## config.mk

```make
export PLATFORM = sky130hd
export DESIGN_NAME = sri_device_flat
export DESIGN_NICKNAME = d
export VERILOG_FILES = /design/src/core/sri_pkg.sv /design/src/core/sri_bus_if.sv /design/src/core/sri_rate_div.sv /design/src/core/sri_device.sv /design/src/flat_wrapper.sv
export SDC_FILE = /design/constraint.sdc
export NUM_CORES = 1
export LEC_CHECK = 0
export CORE_AREA = 2 2 82 84
export CTS_BUF_LIST = sky130_fd_sc_hd__clkbuf_16
export DETAILED_ROUTE_END_ITERATION = 8
export DIE_AREA = 0 0 84 86
export DONT_BUFFER_PORTS = 1
export PLACE_DENSITY_LB_ADDON = 0.2
export SYNTH_ARGS = -nofsm -noshare
export SYNTH_HDL_FRONTEND = slang
export SYNTH_SLANG_ARGS = --single-unit
```

## constraint.sdc

```tcl
create_clock -name i_sys_clk -period 6.8 [get_ports i_sys_clk]
set_input_delay 0.68 -clock i_sys_clk [delete_from_list [all_inputs] [get_ports i_sys_clk]]
set_output_delay 0.68 -clock i_sys_clk [all_outputs]
set_load 0.02 [all_outputs]
```

## src/core/sri_pkg.sv

```systemverilog
// Behaviour
// - Receive-full interrupt only while receive enable set
// - Route select reads zero, ignores writes
// - Role bit one is master; reset master
// - Polarity sets idle clock level; ends match
// - Phase sets timing; phase zero toggles select
// - Wired-OR bit makes clock/data pins open-drain
// - Enable bit; clearing causes partial reset
// - Transmit-empty interrupt only while transmit enable set
// - Receive-full set when byte reaches receive register
// - Status read then data read clears receive-full
// - Error interrupts only while error enable set
// - Overflow keeps old byte, drops new one
// - Status read then data read clears overflow
// - Mode fault on bad select level
// - Status read then control write clears mode fault
// - Transmit-empty set on handoff, cleared by write
// - Software writes data only while transmit empty
// - Mode fault enable gates setting, not clearing
// - Select pin use depends on role, enable
// - Master rate is base clock over twice divisor
// - Data address splits transmit and receive registers
// - No read-modify-write on data register
// - Disabled module aborts, clears, frees pins
package sri_pkg;
	// ==========================================
	// Device register map
	localparam logic [7:0] SRI_CTRL_OFS = 8'h1b;
	localparam logic [7:0] SRI_STAT_OFS = 8'h1c;
	localparam logic [7:0] SRI_DATA_OFS = 8'h1d;
	localparam logic [7:0] SRI_CTRL_RST = 8'h28;
	localparam logic [7:0] SRI_CTRL_WMASK = 8'hbf;
	localparam logic [3:0] SRI_STAT_CFG_RST = 4'h0;
	localparam logic [7:0] SRI_ZERO8 = 8'h00;
	localparam int CB_RIE = 7;
	localparam int CB_MSTR = 5;
	localparam int CB_CLOCK_POLARITY = 4;
	localparam int CB_CLOCK_PHASE = 3;
	localparam int CB_WOM = 2;
	localparam int CB_EN = 1;
	localparam int CB_TIE = 0;
	localparam int SB_ERROR_IRQ_ENABLE = 6;
	localparam int SB_MFEN = 2;
	localparam int SB_RATE_LO = 0;
	// ==========================================
	// Serial engine
	localparam int SRI_DIV_W = 8;
	localparam logic [4:0] SRI_LAST_EDGE = 5'h0f;
	localparam logic [SRI_DIV_W-1:0] SRI_BD [4] = '{8'h02, 8'h08, 8'h20, 8'h80};
	// ==========================================
	// Controller registers and AXI answers
	localparam int SRI_AXI_AW = 8;
	localparam logic [SRI_AXI_AW-1:0] CTL_CMD_OFS = 8'h00;
	localparam logic [SRI_AXI_AW-1:0] CTL_STAT_OFS = 8'h04;
	localparam int CMD_READ_BIT = 16;
	localparam int ST_TE_BIT = 3;
	localparam logic [1:0] AXI_OKAY = 2'h0;
	localparam logic [1:0] AXI_SLVERR = 2'h2;
	typedef enum logic [1:0] {
		CS_IDLE = 2'b00,
		CS_PULSE = 2'b01,
		CS_TAKE = 2'b10
	} sri_ctl_state_t;
endpackage

```

## src/core/sri_bus_if.sv

```systemverilog
`timescale 1ns/1ps
interface sri_bus_if;
	logic [7:0] addr;
	logic wr;
	logic rd;
	logic [7:0] wdata;
	logic [7:0] rdata;
	logic irq;
	modport dev (input addr, input wr, input rd, input wdata, output rdata, output irq);
	modport ctl (output addr, output wr, output rd, output wdata, input rdata, input irq);
endinterface

```

## src/core/sri_rate_div.sv

```systemverilog
`timescale 1ns/1ps
module sri_rate_div #(
	parameter int W = 8
) (
	// Clock and reset
	input wire logic i_sys_clk,
	input wire logic i_rst,
	// Control
	input wire logic i_run,
	input wire logic [W-1:0] i_div,
	// Half-period tick
	output logic o_tick
);
	logic [W-1:0] cnt_reg;

	always_ff @(posedge i_sys_clk or posedge i_rst)
	begin
		if (i_rst)
		begin
			cnt_reg <= '0;
			o_tick <= 1'b0;
		end
		else if (!i_run)
		begin
			cnt_reg <= '0;
			o_tick <= 1'b0;
		end
		else if (cnt_reg == i_div - W'(1))
		begin
			cnt_reg <= '0;
			o_tick <= 1'b1;
		end
		else
		begin
			cnt_reg <= cnt_reg + W'(1);
			o_tick <= 1'b0;
		end
	end
endmodule

```

## src/core/sri_device.sv

```systemverilog
`timescale 1ns/1ps
module sri_device
	import sri_pkg::*;
(
	// Clock and reset
	input wire logic i_sys_clk,
	input wire logic i_rst,
	// Register port
	sri_bus_if.dev bus,
	// Serial clock pin
	input wire logic i_sclk,
	output logic o_sclk,
	output logic o_sclk_oe_n,
	// Master-out data pin
	input wire logic i_mosi,
	output logic o_mosi,
	output logic o_mosi_oe_n,
	// Master-in data pin
	input wire logic i_miso,
	output logic o_miso,
	output logic o_miso_oe_n,
	// Select pin and pin ownership
	input wire logic i_ss_n,
	output logic o_ss_gpio,
	output logic o_pins_gpio
);
	logic [7:0] ctrl_reg;
	logic error_irq_enable_reg, mfen_reg;
	logic [1:0] rate_reg;
	logic rf_reg, ovr_reg, mode_fault_flag_reg, te_reg;
	logic [7:0] txd_reg, rxd_reg, shreg_reg;
	logic [2:0] arm_reg;
	logic xfer_reg, held_reg, cap_reg, out_bit_reg, sclk_reg, sclk_d_reg;
	logic [4:0] edge_reg;
	logic tick;

	// ==========================================
	// Decode
	logic en, mstr, clock_phase, wom;
	logic wr_ctrl, wr_stat, wr_data, rd_stat, rd_data;
	assign en = ctrl_reg[CB_EN];
	assign mstr = ctrl_reg[CB_MSTR];
	assign clock_phase = ctrl_reg[CB_CLOCK_PHASE];
	assign wom = ctrl_reg[CB_WOM];
	assign wr_ctrl = bus.wr && (bus.addr == SRI_CTRL_OFS);
	assign wr_stat = bus.wr && (bus.addr == SRI_STAT_OFS);
	assign wr_data = bus.wr && (bus.addr == SRI_DATA_OFS);
	assign rd_stat = bus.rd && (bus.addr == SRI_STAT_OFS);
	assign rd_data = bus.rd && (bus.addr == SRI_DATA_OFS);

	// ==========================================
	// Serial engine events
	logic sel, load, edge_ev, samp, last, done, sdi, rx_clr, full, mf_ev, ss_abort;
	logic [7:0] rx_word;
	assign sel = en && !mstr && !i_ss_n;
	assign load = en && !te_reg && !xfer_reg && !held_reg;
	assign edge_ev = mstr ? (xfer_reg && tick) : (sel && (i_sclk != sclk_d_reg));
	assign samp = !edge_reg[0] != clock_phase;
	assign last = edge_reg == SRI_LAST_EDGE;
	assign done = en && edge_ev && last;
	assign sdi = mstr ? i_miso : i_mosi;
	assign rx_word = {shreg_reg[6:0], clock_phase ? sdi : cap_reg};
	assign rx_clr = rd_data && arm_reg[0];
	assign full = rf_reg && !rx_clr;
	assign ss_abort = en && !mstr && xfer_reg && i_ss_n;
	assign mf_ev = mfen_reg && ((ss_abort) || (en && mstr && !i_ss_n));

	sri_rate_div #(
		.W(SRI_DIV_W)
	) u_div (
		.i_sys_clk(i_sys_clk),
		.i_rst(i_rst),
		.i_run(en && mstr && xfer_reg),
		.i_div(SRI_BD[rate_reg]),
		.o_tick(tick)
	);

	// ==========================================
	// Control register
	always_ff @(posedge i_sys_clk or posedge i_rst)
	begin
		if (i_rst)
			ctrl_reg <= SRI_CTRL_RST;
		else if (wr_ctrl)
			ctrl_reg <= bus.wdata & SRI_CTRL_WMASK;
		else if (mf_ev && mstr)
			ctrl_reg[CB_EN] <= 1'b0;
	end

	// Status configuration bits
	always_ff @(posedge i_sys_clk or posedge i_rst)
	begin
		if (i_rst)
			{error_irq_enable_reg, mfen_reg, rate_reg} <= SRI_STAT_CFG_RST;
		else if (wr_stat)
		begin
			error_irq_enable_reg <= bus.wdata[SB_ERROR_IRQ_ENABLE];
			mfen_reg <= bus.wdata[SB_MFEN];
			rate_reg <= bus.wdata[SB_RATE_LO +: 2];
		end
	end

	// ==========================================
	// Flags, set wins over clear
	always_ff @(posedge i_sys_clk or posedge i_rst)
	begin
		if (i_rst)
			arm_reg <= '0;
		else
		begin
			if (rd_stat)
				arm_reg <= {mode_fault_flag_reg, ovr_reg, rf_reg};
			else
			begin
				if (rd_data)
					arm_reg[1:0] <= 2'b00;
				if (wr_ctrl)
					arm_reg[2] <= 1'b0;
			end
		end
	end

	always_ff @(posedge i_sys_clk or posedge i_rst)
	begin
		if (i_rst)
			rf_reg <= 1'b0;
		else if (done && !full)
			rf_reg <= 1'b1;
		else if (rx_clr)
			rf_reg <= 1'b0;
	end

	always_ff @(posedge i_sys_clk or posedge i_rst)
	begin
		if (i_rst)
			ovr_reg <= 1'b0;
		else if (done && full)
			ovr_reg <= 1'b1;
		else if (rd_data && arm_reg[1])
			ovr_reg <= 1'b0;
	end

	always_ff @(posedge i_sys_clk or posedge i_rst)
	begin
		if (i_rst)
			mode_fault_flag_reg <= 1'b0;
		else if (mf_ev)
			mode_fault_flag_reg <= 1'b1;
		else if (wr_ctrl && arm_reg[2])
			mode_fault_flag_reg <= 1'b0;
	end

	always_ff @(posedge i_sys_clk or posedge i_rst)
	begin
		if (i_rst)
			te_reg <= 1'b1;
		else if (!en || load)
			te_reg <= 1'b1;
		else if (wr_data)
			te_reg <= 1'b0;
	end

	// ==========================================
	// Data registers
	always_ff @(posedge i_sys_clk or posedge i_rst)
	begin
		if (i_rst)
			txd_reg <= SRI_ZERO8;
		else if (wr_data)
			txd_reg <= bus.wdata;
	end

	always_ff @(posedge i_sys_clk or posedge i_rst)
	begin
		if (i_rst)
			rxd_reg <= SRI_ZERO8;
		else if (done && !full)
			rxd_reg <= rx_word;
	end

	// ==========================================
	// Shift engine
	always_ff @(posedge i_sys_clk or posedge i_rst)
	begin
		if (i_rst)
		begin
			xfer_reg <= 1'b0;
			held_reg <= 1'b0;
			edge_reg <= '0;
			shreg_reg <= SRI_ZERO8;
			cap_reg <= 1'b0;
			out_bit_reg <= 1'b0;
		end
		else if (!en || ss_abort || (!mstr && i_ss_n && !clock_phase))
		begin
			xfer_reg <= 1'b0;
			edge_reg <= '0;
			cap_reg <= 1'b0;
			if (!en)
			begin
				held_reg <= 1'b0;
				shreg_reg <= SRI_ZERO8;
			end
		end
		else if (load)
		begin
			shreg_reg <= txd_reg;
			out_bit_reg <= txd_reg[7];
			held_reg <= !mstr;
			xfer_reg <= mstr;
		end
		else if (edge_ev)
		begin
			xfer_reg <= !last;
			edge_reg <= last ? '0 : edge_reg + 5'h01;
			if (last)
				held_reg <= 1'b0;
			if (samp)
				cap_reg <= sdi;
			else
			begin
				shreg_reg <= {shreg_reg[6:0], cap_reg};
				out_bit_reg <= clock_phase ? shreg_reg[7] : shreg_reg[6];
			end
			if (last)
				shreg_reg <= rx_word;
		end
	end

	always_ff @(posedge i_sys_clk or posedge i_rst)
	begin
		if (i_rst)
		begin
			sclk_reg <= 1'b0;
			sclk_d_reg <= 1'b0;
		end
		else
		begin
			sclk_d_reg <= i_sclk;
			if (!xfer_reg || !mstr)
				sclk_reg <= ctrl_reg[CB_CLOCK_POLARITY];
			else if (tick)
				sclk_reg <= !sclk_reg;
		end
	end

	// ==========================================
	// Register reads and interrupt request
	always_ff @(posedge i_sys_clk or posedge i_rst)
	begin
		if (i_rst)
			bus.rdata <= SRI_ZERO8;
		else if (bus.rd)
		begin
			unique case (bus.addr)
				SRI_CTRL_OFS: bus.rdata <= ctrl_reg;
				SRI_STAT_OFS: bus.rdata <= {rf_reg, error_irq_enable_reg, ovr_reg, mode_fault_flag_reg,
					te_reg, mfen_reg, rate_reg};
				SRI_DATA_OFS: bus.rdata <= rxd_reg;
				default: bus.rdata <= SRI_ZERO8;
			endcase
		end
	end

	always_ff @(posedge i_sys_clk or posedge i_rst)
	begin
		if (i_rst)
			bus.irq <= 1'b0;
		else
			bus.irq <= (ctrl_reg[CB_RIE] && rf_reg)
				|| (ctrl_reg[CB_TIE] && te_reg)
				|| (error_irq_enable_reg && (ovr_reg || mode_fault_flag_reg));
	end

	// ==========================================
	// Pin drivers
	function automatic logic oe_n(input logic drive, input logic od, input logic lvl);
		oe_n = !(drive && (!od || !lvl));
	endfunction

	always_ff @(posedge i_sys_clk or posedge i_rst)
	begin
		if (i_rst)
		begin
			{o_sclk, o_mosi, o_miso} <= 3'b000;
			{o_sclk_oe_n, o_mosi_oe_n, o_miso_oe_n} <= 3'b111;
			o_ss_gpio <= 1'b1;
			o_pins_gpio <= 1'b1;
		end
		else
		begin
			o_sclk <= sclk_reg;
			o_mosi <= out_bit_reg;
			o_miso <= out_bit_reg;
			o_sclk_oe_n <= oe_n(en && mstr, wom, sclk_reg);
			o_mosi_oe_n <= oe_n(en && mstr, wom, out_bit_reg);
			o_miso_oe_n <= oe_n(sel, wom, out_bit_reg);
			o_ss_gpio <= !en || (mstr && !mfen_reg);
			o_pins_gpio <= !en;
		end
	end
endmodule

```

## src/flat_wrapper.sv

```systemverilog
// flat-port wrapper written by rule: the top's interface ports become plain ports
module sri_device_flat import sri_pkg::*;
  (i_sys_clk, i_rst, i_sclk, o_sclk, o_sclk_oe_n, i_mosi, o_mosi, o_mosi_oe_n, i_miso, o_miso, o_miso_oe_n, i_ss_n, o_ss_gpio, o_pins_gpio, bus_addr, bus_wr, bus_rd, bus_wdata, bus_rdata, bus_irq);
  sri_bus_if bus_i ();
  input wire logic i_sys_clk;
  input wire logic i_rst;
  input wire logic i_sclk;
  output logic o_sclk;
  output logic o_sclk_oe_n;
  input wire logic i_mosi;
  output logic o_mosi;
  output logic o_mosi_oe_n;
  input wire logic i_miso;
  output logic o_miso;
  output logic o_miso_oe_n;
  input wire logic i_ss_n;
  output logic o_ss_gpio;
  output logic o_pins_gpio;
  input wire logic [$bits(bus_i.addr)-1:0] bus_addr;
  input wire logic [$bits(bus_i.wr)-1:0] bus_wr;
  input wire logic [$bits(bus_i.rd)-1:0] bus_rd;
  input wire logic [$bits(bus_i.wdata)-1:0] bus_wdata;
  output wire logic [$bits(bus_i.rdata)-1:0] bus_rdata;
  output wire logic [$bits(bus_i.irq)-1:0] bus_irq;
  assign bus_i.addr = bus_addr;
  assign bus_i.wr = bus_wr;
  assign bus_i.rd = bus_rd;
  assign bus_i.wdata = bus_wdata;
  assign bus_rdata = bus_i.rdata;
  assign bus_irq = bus_i.irq;
  sri_device u_core (.i_sys_clk(i_sys_clk), .i_rst(i_rst), .bus(bus_i), .i_sclk(i_sclk), .o_sclk(o_sclk), .o_sclk_oe_n(o_sclk_oe_n), .i_mosi(i_mosi), .o_mosi(o_mosi), .o_mosi_oe_n(o_mosi_oe_n), .i_miso(i_miso), .o_miso(o_miso), .o_miso_oe_n(o_miso_oe_n), .i_ss_n(i_ss_n), .o_ss_gpio(o_ss_gpio), .o_pins_gpio(o_pins_gpio));
endmodule
```

-- Word-level counts from Yosys, hierarchy flattened
Index checks and enable logic that the tools add are counted.
- register bits: 78
- input port bits: 24
- output and inout port bits: 17
- logic and storage cells: 184
- add/sub/neg operators: 3
- order comparisons: 1
- equal/unequal tests: 11
- multiplexer cells: 52
- bitwise logic cells: 2
- reduce and logical (&&, ||, !) cells: 83
- operator list (cell ; count):
    8-bit two-way mux ; 10
    1-bit logical AND ; 36
    1-bit two-way mux ; 34
    8-bit by 5-bit == test with 1-bit output (second input constant) ; 3
    8-bit case mux with 3 select lines ; 1
    2-bit nonzero test ; 11
    5-bit two-way mux ; 4
    1-bit logical NOT ; 18
    8-bit binary-select mux with 2-bit select ; 1
    3-bit AND reduction ; 4
    1-bit logical OR ; 11
    8-bit by 1-bit adder with 8-bit output (second input constant) ; 1
    8-bit == test ; 1
    8-bit by 1-bit subtractor with 8-bit output (second input constant) ; 1
    3-bit nonzero test ; 2
    5-bit by 1-bit adder with 5-bit output (second input constant) ; 1
    5-bit by 4-bit == test with 1-bit output (second input constant) ; 1
    2-bit inequality test (second input constant) ; 2
    4-bit by 3-bit inequality test with 1-bit output (second input constant) ; 1
    3-bit >= comparator (second input constant) ; 1
    3-bit two-way mux ; 1
    2-bit NOT with 3-bit output ; 1
    2-bit two-way mux ; 1
    1-bit inequality test ; 2
    other kinds (3) ; 3

-- Logic depth before layout (Yosys ltp)
Gate-level depths: netlist of run 1.
- depth in word-level cells: 9
- gate-level depth with buffers: 6
- gate-level depth less buffers: 5

-- Hierarchy
From an unflattened synthesis of run 1, not the netlist that was laid out.
- cells, all modules: 369
- area total of the unflattened synthesis: 4042.6 um^2
- by module, submodules not included (module ; times used ; cells an instance ; area each (um^2) ; sequential area each (um^2)):
    sri_device ; 1 ; 293 ; 3339.5 ; 1736.7
    sri_rate_div ; 1 ; 76 ; 703.2 ; 225.2

-- Worst setup path after synthesis of run 1
OpenSTA, ideal clock, no wires.
- kind: input-to-reg
- start point: input bus_addr[7]
- end point: register u_core.rxd_reg[0]
- setup time: 0.125 ns
- arrival: 2.436 ns
- required time: 6.675 ns
- setup slack: 4.239 ns
- stages on the path: 4
- path buffers: 0
- cells stage by stage: or4b_4 > o41ai_4 > nor4b_4 > mux2_2
- word-level cells in the longest chain between the ends: 7
- RTL lines (item ; line ; text):
    start, declared ; flat_wrapper.sv:19 ; input wire logic [$bits(bus_i.addr)-1:0] bus_addr;
    8-bit by 5-bit == test with 1-bit output ; sri_device.sv:49 ; assign rd_data = bus.rd && (bus.addr == SRI_DATA_OFS);
    1-bit logical AND ; sri_device.sv:49 ;
    1-bit logical AND ; sri_device.sv:63 ; assign rx_clr = rd_data && arm_reg[0];
    1-bit logical NOT ; sri_device.sv:64 ; assign full = rf_reg && !rx_clr;
    1-bit logical AND ; sri_device.sv:64 ;
    1-bit logical NOT ; sri_device.sv:177 ; else if (done && !full)
    1-bit logical AND ; sri_device.sv:177 ;
    end signal, assigned ; sri_device.sv:178 ; rxd_reg <= rx_word;
    end, declared ; sri_device.sv:31 ; logic [7:0] txd_reg, rxd_reg, shreg_reg;
Every way passes these cells.
A chain may end at the register's enable or synchronous reset.

-- Final worst setup path of run 1
- start point: register u_core.ctrl_reg[1]
- end point: register u_core.rxd_reg[7]
- word-level cells in the longest chain between the ends: 7
- RTL lines (item ; line ; text):
    start, declared ; sri_device.sv:27 ; logic [7:0] ctrl_reg;
    start signal, assigned ; sri_device.sv:85 ; ctrl_reg <= bus.wdata & SRI_CTRL_WMASK;
    1-bit logical AND (2 in series) ; sri_device.sv:55 ; assign sel = en && !mstr && !i_ss_n;
    1-bit logical AND ; sri_device.sv:57 ; assign edge_ev = mstr ? (xfer_reg && tick) : (sel && (i_sclk != sclk_d_reg));
    1-bit two-way mux ; sri_device.sv:57 ;
    1-bit logical AND (*) (2 in series) ; sri_device.sv:60 ; assign done = en && edge_ev && last;
    1-bit logical AND (*) ; sri_device.sv:177 ;
Every way passes the cells marked *; elsewhere a longest branch is shown, timed or not.

==> impl_metrics.csv, run 1 <==
group,metric,value,unit
status,outcome,"finished, final reports clean",
global_routing,antenna_found_initial,0,
synthesis,yosys_warnings,0,
finish,syn_to_final_growth,10.2,%
critical_path,cp.required,7.01,ns
synthesis,synth_edf_count,0,
synthesis,synthMuxAreaShare,12.6,%
routing,routed_wirelength,8120,um
clock_network,clkTransAtPathRegs,0.06,ns
critical_path,worst_path_max_delay_cell,"dfrtp_1",
floorplanning,fp-row-count,29,
synthesis,synth_top_area_share,47.1,%
critical_path,cpPeakStageDelay,0.67,ns
timing,clock.fmax,359,MHz
clock_network,cts_setup_buffers,0,
synthesis,ys_types,51,
synthesis,syn-cell-area,3720,sq um
timing,setup_tns,0,ns
timing,drv_slew,0,
critical_path,cp-end-kind,"flip-flop",
floorplanning,start_util,59.2,%
critical_path,path_class,"flip-flop to flip-flop",
critical_path,crit_arrival,3.00,ns
synthesis,yosysTopAreaCell,"dfrtp_1",
critical_path,critPathMaxFanout,16,
routing,drc,0,
clock_network,htree_levels,3,
routing,drtIter0Drc,227,
routing,dr_total_vias,2662,
clock_network,cts_made_buffers,9,
floorplanning,fp.dieArea,7220,sq um
global_routing,overflow,0,
clock_network,clock_sinks,78,
routing,wl_per_cell,19.5,um
timing,rsz0062_at_grt,"false",
global_routing,grt_usage,24.3,%
floorplanning,die_h,86,um
finish,nFillCells,501,
power,vdd_drop_max,0.000185,V
synthesis,synthXorXnorAreaFrac,2.12,%
timing,finalSetupViolCount,0,
power,pwr-share-comb,3.9,%
synthesis,syn_area_per_cell,11.1,sq um
clock_network,ctsHoldBuffers,0,
critical_path,crit_chain,"nor3b_1, a21oi_1, nor4b_4, mux2_2",
finish,fin_nets,362,
finish,postLayoutCoreUtil,65.3,%
worst_hold_path,hold_path_class,"primary input to flip-flop",
critical_path,crit_path_start_kind,"flip-flop",
timing,fin_crit_sh,40.9,%
clock_network,cts_resized,0,
power,p_int,807,uW
synthesis,yosys.area_share.simple,14.5,%
power,p_sw_share,21.2,%
routing,dr.pass1.iters,5,
synthesis,yosys.area_share.adder,0.673,%
clock_network,clock_path_buffers,2,
timing,worst_slew_pin_slew,0.997,ns
power,p_seq_share,48.0,%
synthesis,synth_async_sr_flop_share,100,%
clock_network,cts_tree,"yes",
global_routing,grt_pass1_wl,13500,um
finish,drive_gt1_share,20.6,%
floorplanning,core_area,6280,sq um
floorplanning,io_pins,41,
power,clkPwrFrac,48.1,%
timing,finClkSkew,0.00696,ns
synthesis,synth_compound_area_share,14.4,%
placed_design,port_buffers,0,
routing,ant_nets,0,
job,maxCapViolations,0,
synthesis,synth_top_family_by_area,"simple AND/OR/NAND/NOR gates",
power,leakagePower,1.74,nW
timing,hold_viol_final,0,
synthesis,ys_ff_latch,78,
routing,viasPerCell,6.38,
global_routing,grt_start_max_net_pins,79,
synthesis,seq_area_frac_synth,52.8,%
synthesis,synth_fp_nets,360,
synthesis,synth_cells,334,
clock_network,clock-root-buffer,"clkbuf_16",
synthesis,synthTopCellsByArea,"dfrtp_1 (47%), mux2_2 (11%), dfstp_2 (5.7%)",
power,switching_power,217,uW
clock_network,clock_latency,0.33,ns
global_routing,first_global_vias,2674,
power,powerDensity,250,nW/um^2
timing,period_needed,2.78,ns
timing,slew_headroom,33.4,%
placed_design,place.detailed.hpwl,5730,um
synthesis,ys.flop_type,"dfrtp_1",
placed_design,gp_congestion,0.861,
floorplanning,fp.dieW,84,um
finish,diodes,0,
critical path, delay by kind of cell, from the launching register on:
family,cells,cell delay (ns)
AOI/OAI and AO/OA,1,0.43
DFF,1,0.67
muxes,1,0.40
and+or+nand+nor,2,1.17
metrics by stage:
stage	power, mW	instances	setup slack, ns	hold slack, ns	cell area [sq um]
2_1_floorplan	0.529	334	4.14	0.374	3720
3_3_place_gp	0.539	402	4.14	0.413	3790
3_5_place_dp	0.540	402	4.10	0.415	3790
4_1_cts	1.03	417	4.12	0.372	4100
5_1_grt	1.05	417	3.91	0.367	4100
6_report	1.02	417	4.02	0.381	4100
logic make-up (layout without fill, tap and decap cells):
kind of cell | count (synthesis) | in the layout
muxes | 42 | 42
and+or+nand+nor | 99 | 99
xor gates and xnor gates | 9 | 9
adders and majority gates | 2 | 2
AOI/OAI and AO/OA | 76 | 76
buffers and inverters | 28 | 34
DFF | 78 | 78
power groups by stage:
| stage | Clock (mW) | Sequential [mW] | Combinational (mW) |
|---|---|---|---|
| final | 0.492 | 0.492 | 0.0403 |
| after global routing | 0.516 | 0.493 | 0.0454 |
| after CTS | 0.495 | 0.491 | 0.0409 |
| after detailed placement | 0 | 0.500 | 0.0405 |
| after global placement | 0 | 0.499 | 0.0399 |
| after floorplan | 0 | 0.492 | 0.0375 |
synth_stat cells, types with 3 or more instances:
master     number
nor2b_1         8
inv_1          16
nand3_1        11
o211ai_1        3
clkbuf_1       11
a22o_1          3
mux2i_1         5
a22oi_1         9
xnor2_1         4
o2bb2ai_1       3
a21oi_1        18
a211oi_1        5
a21o_1          4
or3_1           6
o21ai_0         7
nor3_1          9
o22ai_1        10
nand2_1        35
nand2b_1        3
xor2_1          5
dfstp_2         8
nand3b_1        3
dfrtp_1        70
mux2_2         37
nor2_1          9
final cells by class:
cell class | count | area (sq um) | area share (%)
sequential | 78 | 1960 | 47.9
clock inverter | 6 | 77.6 | 1.89
clock buffer | 9 | 225 | 5.50
timing repair buffer | 3 | 22.5 | 0.550
multi-input combinational | 228 | 1650 | 40.3
inverter | 16 | 61.3 | 1.50
tap | 77 | 96.3 | 2.35
routing by layer:
layer	vias to the layer above	global-route usage (%)	share of wire, %
li1	1228	-	-
met1	1330	33.7	47
met2	83	37.2	46
met3	21	5.49	4.8
met4	0	10.1	2.2
met5	-	0	0
worst paths after layout:
check / end / from / slack, ns / cells after the start
setup / recovery: u_core.rxd_reg[7]$_DFFE_PP0P_ / u_core.ctrl_reg[1]$_DFFE_PP0P_ / 4.02 / 4
hold / removal: u_core.sclk_d_reg$_DFF_PP0_ / i_sclk / 0.38 / 0
setup reg to reg: u_core.rxd_reg[7]$_DFFE_PP0P_ / u_core.ctrl_reg[1]$_DFFE_PP0P_ / 4.02 / 4
hold reg to reg: u_core.o_sclk$_DFF_PP0_ / u_core.sclk_reg$_DFFE_PP0P_ / 0.43 / 0
max in group asynchronous: u_core.edge_reg[1]$_DFFE_PP0P_ / i_rst / 5.67 / 2
min in group asynchronous: u_core.u_div.cnt_reg[1]$_DFF_PP0_ / i_rst / 0.50 / 2
placed cells by master (no fill, tap or decap), types with 5 or more instances in the layout:
| master | instances |
|---|---|
| nor3_1 | 9 |
| nor2_1 | 9 |
| o22ai_1 | 10 |
| nand2_1 | 35 |
| mux2_2 | 37 |
| nor2b_1 | 8 |
| dfrtp_1 | 70 |
| mux2i_1 | 5 |
| inv_1 | 15 |
| or3_1 | 6 |
| a21oi_1 | 18 |
| xor2_1 | 5 |
| o21ai_0 | 7 |
| clkbuf_16 | 9 |
| a22oi_1 | 9 |
| dfstp_2 | 8 |
| a211oi_1 | 5 |
| nand3_1 | 11 |
Note: power is estimated with default switching activity, not from simulation.
==> run 2: changes to the inputs <==
--- a/config.mk
+++ b/config.mk
@@ -5,10 +5,10 @@
 export SDC_FILE = /design/constraint.sdc
 export NUM_CORES = 1
 export LEC_CHECK = 0
-export CORE_AREA = 2 2 82 84
+export CORE_AREA = 2 2 84 86
 export CTS_BUF_LIST = sky130_fd_sc_hd__clkbuf_16
 export DETAILED_ROUTE_END_ITERATION = 8
-export DIE_AREA = 0 0 84 86
+export DIE_AREA = 0 0 86 88
 export DONT_BUFFER_PORTS = 1
 export PLACE_DENSITY_LB_ADDON = 0.2
 export SYNTH_ARGS = -nofsm -noshare
==> constraint.sdc (replaced) <==
create_clock -name i_sys_clk -period 2.5 [get_ports i_sys_clk]
set_input_delay 0.25 -clock i_sys_clk [delete_from_list [all_inputs] [get_ports i_sys_clk]]
set_output_delay 0.25 -clock i_sys_clk [all_outputs]
set_load 0.02 [all_outputs]
==> run 2 against run 1 <==
  * Critical path depth is the same
  * Global-route usage grew 0.69 points
  * Total power grew to 3.0 times the previous value
  * Non-clock buffer count grew 10
  * Utilization shrank 1.3 points
  * Sequential power grew to 2.7 times the previous value
  * Via count grew 1.4%
  * Clock power grew to 3.2 times the previous value
  * Fmax grew 19%
  * Count of clock-buffer cells in the layout is the same
  * Combinational power grew to 3.1 times the previous value
  * Critical path type unchanged
  * Largest power group is now clock
  * Highest routed layer unchanged
==> impl_metrics.csv, run 2 (synthesis gave the netlist of run 1 again) <==
group,metric,value,unit
timing,finalSetupViolCount,0,
power,vdd_drop_max,0.000364,V
critical_path,worst-r2r-setup-slack,0.16,ns
finish,drive_gt1_share,22.8,%
critical_path,critPathMaxFanout,10,
global_routing,antenna_found_initial,0,
finish,mostFrequentLayoutCell,"dfrtp_1",
critical_path,cp-end-kind,"flip-flop",
timing,fin_crit_sh,93.6,%
clock_network,clock-root-buffer,"clkbuf_16",
placed_design,gp_congestion,0.911,
placed_design,place.detailed.hpwl,6000,um
global_routing,grt_usage,25.0,%
floorplanning,fp-row-count,30,
timing,rsz0062_at_grt,"false",
global_routing,overflow,0,
worst_hold_path,hold_path_class,"primary input to flip-flop",
clock_network,clock_sinks,78,
finish,diodes,0,
floorplanning,start_util,55.9,%
clock_network,clkTransAtPathRegs,0.06,ns
floorplanning,core_area,6640,sq um
timing,finClkSkew,0.00495,ns
critical_path,cpPeakStageDelay,0.59,ns
routing,drc,0,
floorplanning,io_pins,41,
finish,postLayoutCoreUtil,64.0,%
finish,multi_input_area,1650,sq um
placed_design,port_buffers,0,
timing,clock.fmax,427,MHz
critical_path,critPathLaunch,"u_core.ctrl_reg[5]$_DFFE_PP1P_",
power,powerDensity,715,nW/um^2
critical_path,crit_chain,"nor3b_1, a21oi_1, a31oi_2, mux2_2",
clock_network,cts_resized,0,
finish,nFillCells,522,
status,outcome,"finished, final reports clean",
critical_path,path_class,"flip-flop to flip-flop",
routing,dr_total_vias,2698,
critical_path,crit_arrival,2.55,ns
routing,ant_nets,0,
routing,routed_wirelength,8710,um
routing,viasPerCell,6.26,
placed_design,placed_area,3870,sq um
timing,drv_slew,0,
finish,seqCellArea,1960,sq um
critical_path,endpoint,"u_core.shreg_reg[1]$_DFFE_PP0P_",
timing,setup_tns,0,ns
finish,mostFrequentLayoutCells,"dfrtp_1 (70), mux2_2 (37), nand2_1 (35)",
critical_path,r2r-end,"u_core.shreg_reg[1]$_DFFE_PP0P_",
routing,drtIter0Drc,271,
global_routing,grt_start_max_net_pins,42,
critical_path,cp.required,2.71,ns
routing,wl_per_cell,20.2,um
critical_path,crit_path_start_kind,"flip-flop",
floorplanning,fp.dieW,86,um
global_routing,first_global_vias,2709,
floorplanning,die_h,88,um
routing,dr.pass1.iters,4,
timing,hold_viol_final,0,
clock_network,cts_tree,"yes",
clock_network,clock_path_buffers,2,
critical_path,worst_path_max_delay_cell,"a31oi_2",
clock_network,clock_latency,0.33,ns
clock_network,cts_made_buffers,9,
critical_path,worstRegToRegCells,4,
power,leakagePower,1.82,nW
job,maxCapViolations,0,
finish,fin_nets,372,
finish,design_area,4250,sq um
timing,slew_headroom,54.7,%
finish,syn_to_final_growth,14.4,%
timing,period_needed,2.34,ns
clock_network,htree_levels,3,
global_routing,grt_pass1_wl,14200,um
critical_path,r2r-start,"u_core.ctrl_reg[5]$_DFFE_PP1P_",
floorplanning,fp.dieArea,7570,sq um
timing,worst_slew_pin_slew,0.679,ns
-- run 2: area by class of cell --
cell class,count,area share [%]
Tap cell,80,2.35
Clock buffer,9,5.30
Multi-Input combinational cell,228,38.8
Inverter,16,1.44
Timing Repair Buffer,13,2.71
Sequential cell,78,46.1
Clock inverter,7,3.21
-- run 2: worst min path at each step --
stage | from | endpoint | slack (ns) | depth (start not counted)
2_1_floorplan | i_sclk | u_core.sclk_d_reg$_DFF_PP0_ | 0.28 | 0
3_3_place_gp | i_rst | u_core.error_irq_enable_reg$_DFFE_PP0P_ | 0.25 | 1
3_5_place_dp | i_rst | u_core.rxd_reg[1]$_DFFE_PP0P_ | 0.25 | 1
4_1_cts | bus_rd | u_core.bus.rdata[0]$_DFFE_PP0P_ | 0.01 | 1
5_1_grt | bus_rd | u_core.bus.rdata[2]$_DFFE_PP0P_ | 0.01 | 1
6_report | bus_rd | u_core.bus.rdata[0]$_DFFE_PP0P_ | 0.01 | 1
-- run 2: worst max-delay path: cells and delay by family (launching register included) --
family | cells | cell delay (ns)
compound gates | 2 | 0.88
flops | 1 | 0.42
simple gates | 1 | 0.49
mux | 1 | 0.42
-- run 2: timing repair --
| item | CTS | global route |
|---|---|---|
| setup buffers | 0 | 0 |
| hold endpoints to repair | 32 | 0 |
| hold buffers | 2 | 0 |
-- run 2: metal layers --
metal / part of all wire, % / track usage [%] / routed length [um]
met5: 0 / 0 / 0
met4: 1.7 / 8.95 / 151
met3: 5.9 / 5.18 / 512
met2: 48 / 38.8 / 4160
met1: 45 / 35.0 / 3890
-- run 2: power by group --
part           leakage, nW  total, mW  switching (mW)  internal (mW)
Clock                0.173       1.58           0.512           1.07
Sequential            1.04       1.33          0.0387           1.29
Combinational        0.605      0.126          0.0762         0.0500
Total                 1.82       3.04           0.627           2.42
-- run 2: stage by stage --
step | std cells | worst slack [ns] | power (mW) | hold slack [ns]
floorplan | 334 | 0.268 | 1.44 | 0.281
global placement | 413 | 0.260 | 1.47 | 0.251
CTS | 431 | 0.194 | 3.05 | 0.0122
finish | 431 | 0.160 | 3.04 | 0.0113
detailed placement | 413 | 0.221 | 1.48 | 0.252
global route | 431 | 0.0228 | 3.12 | 0.0146
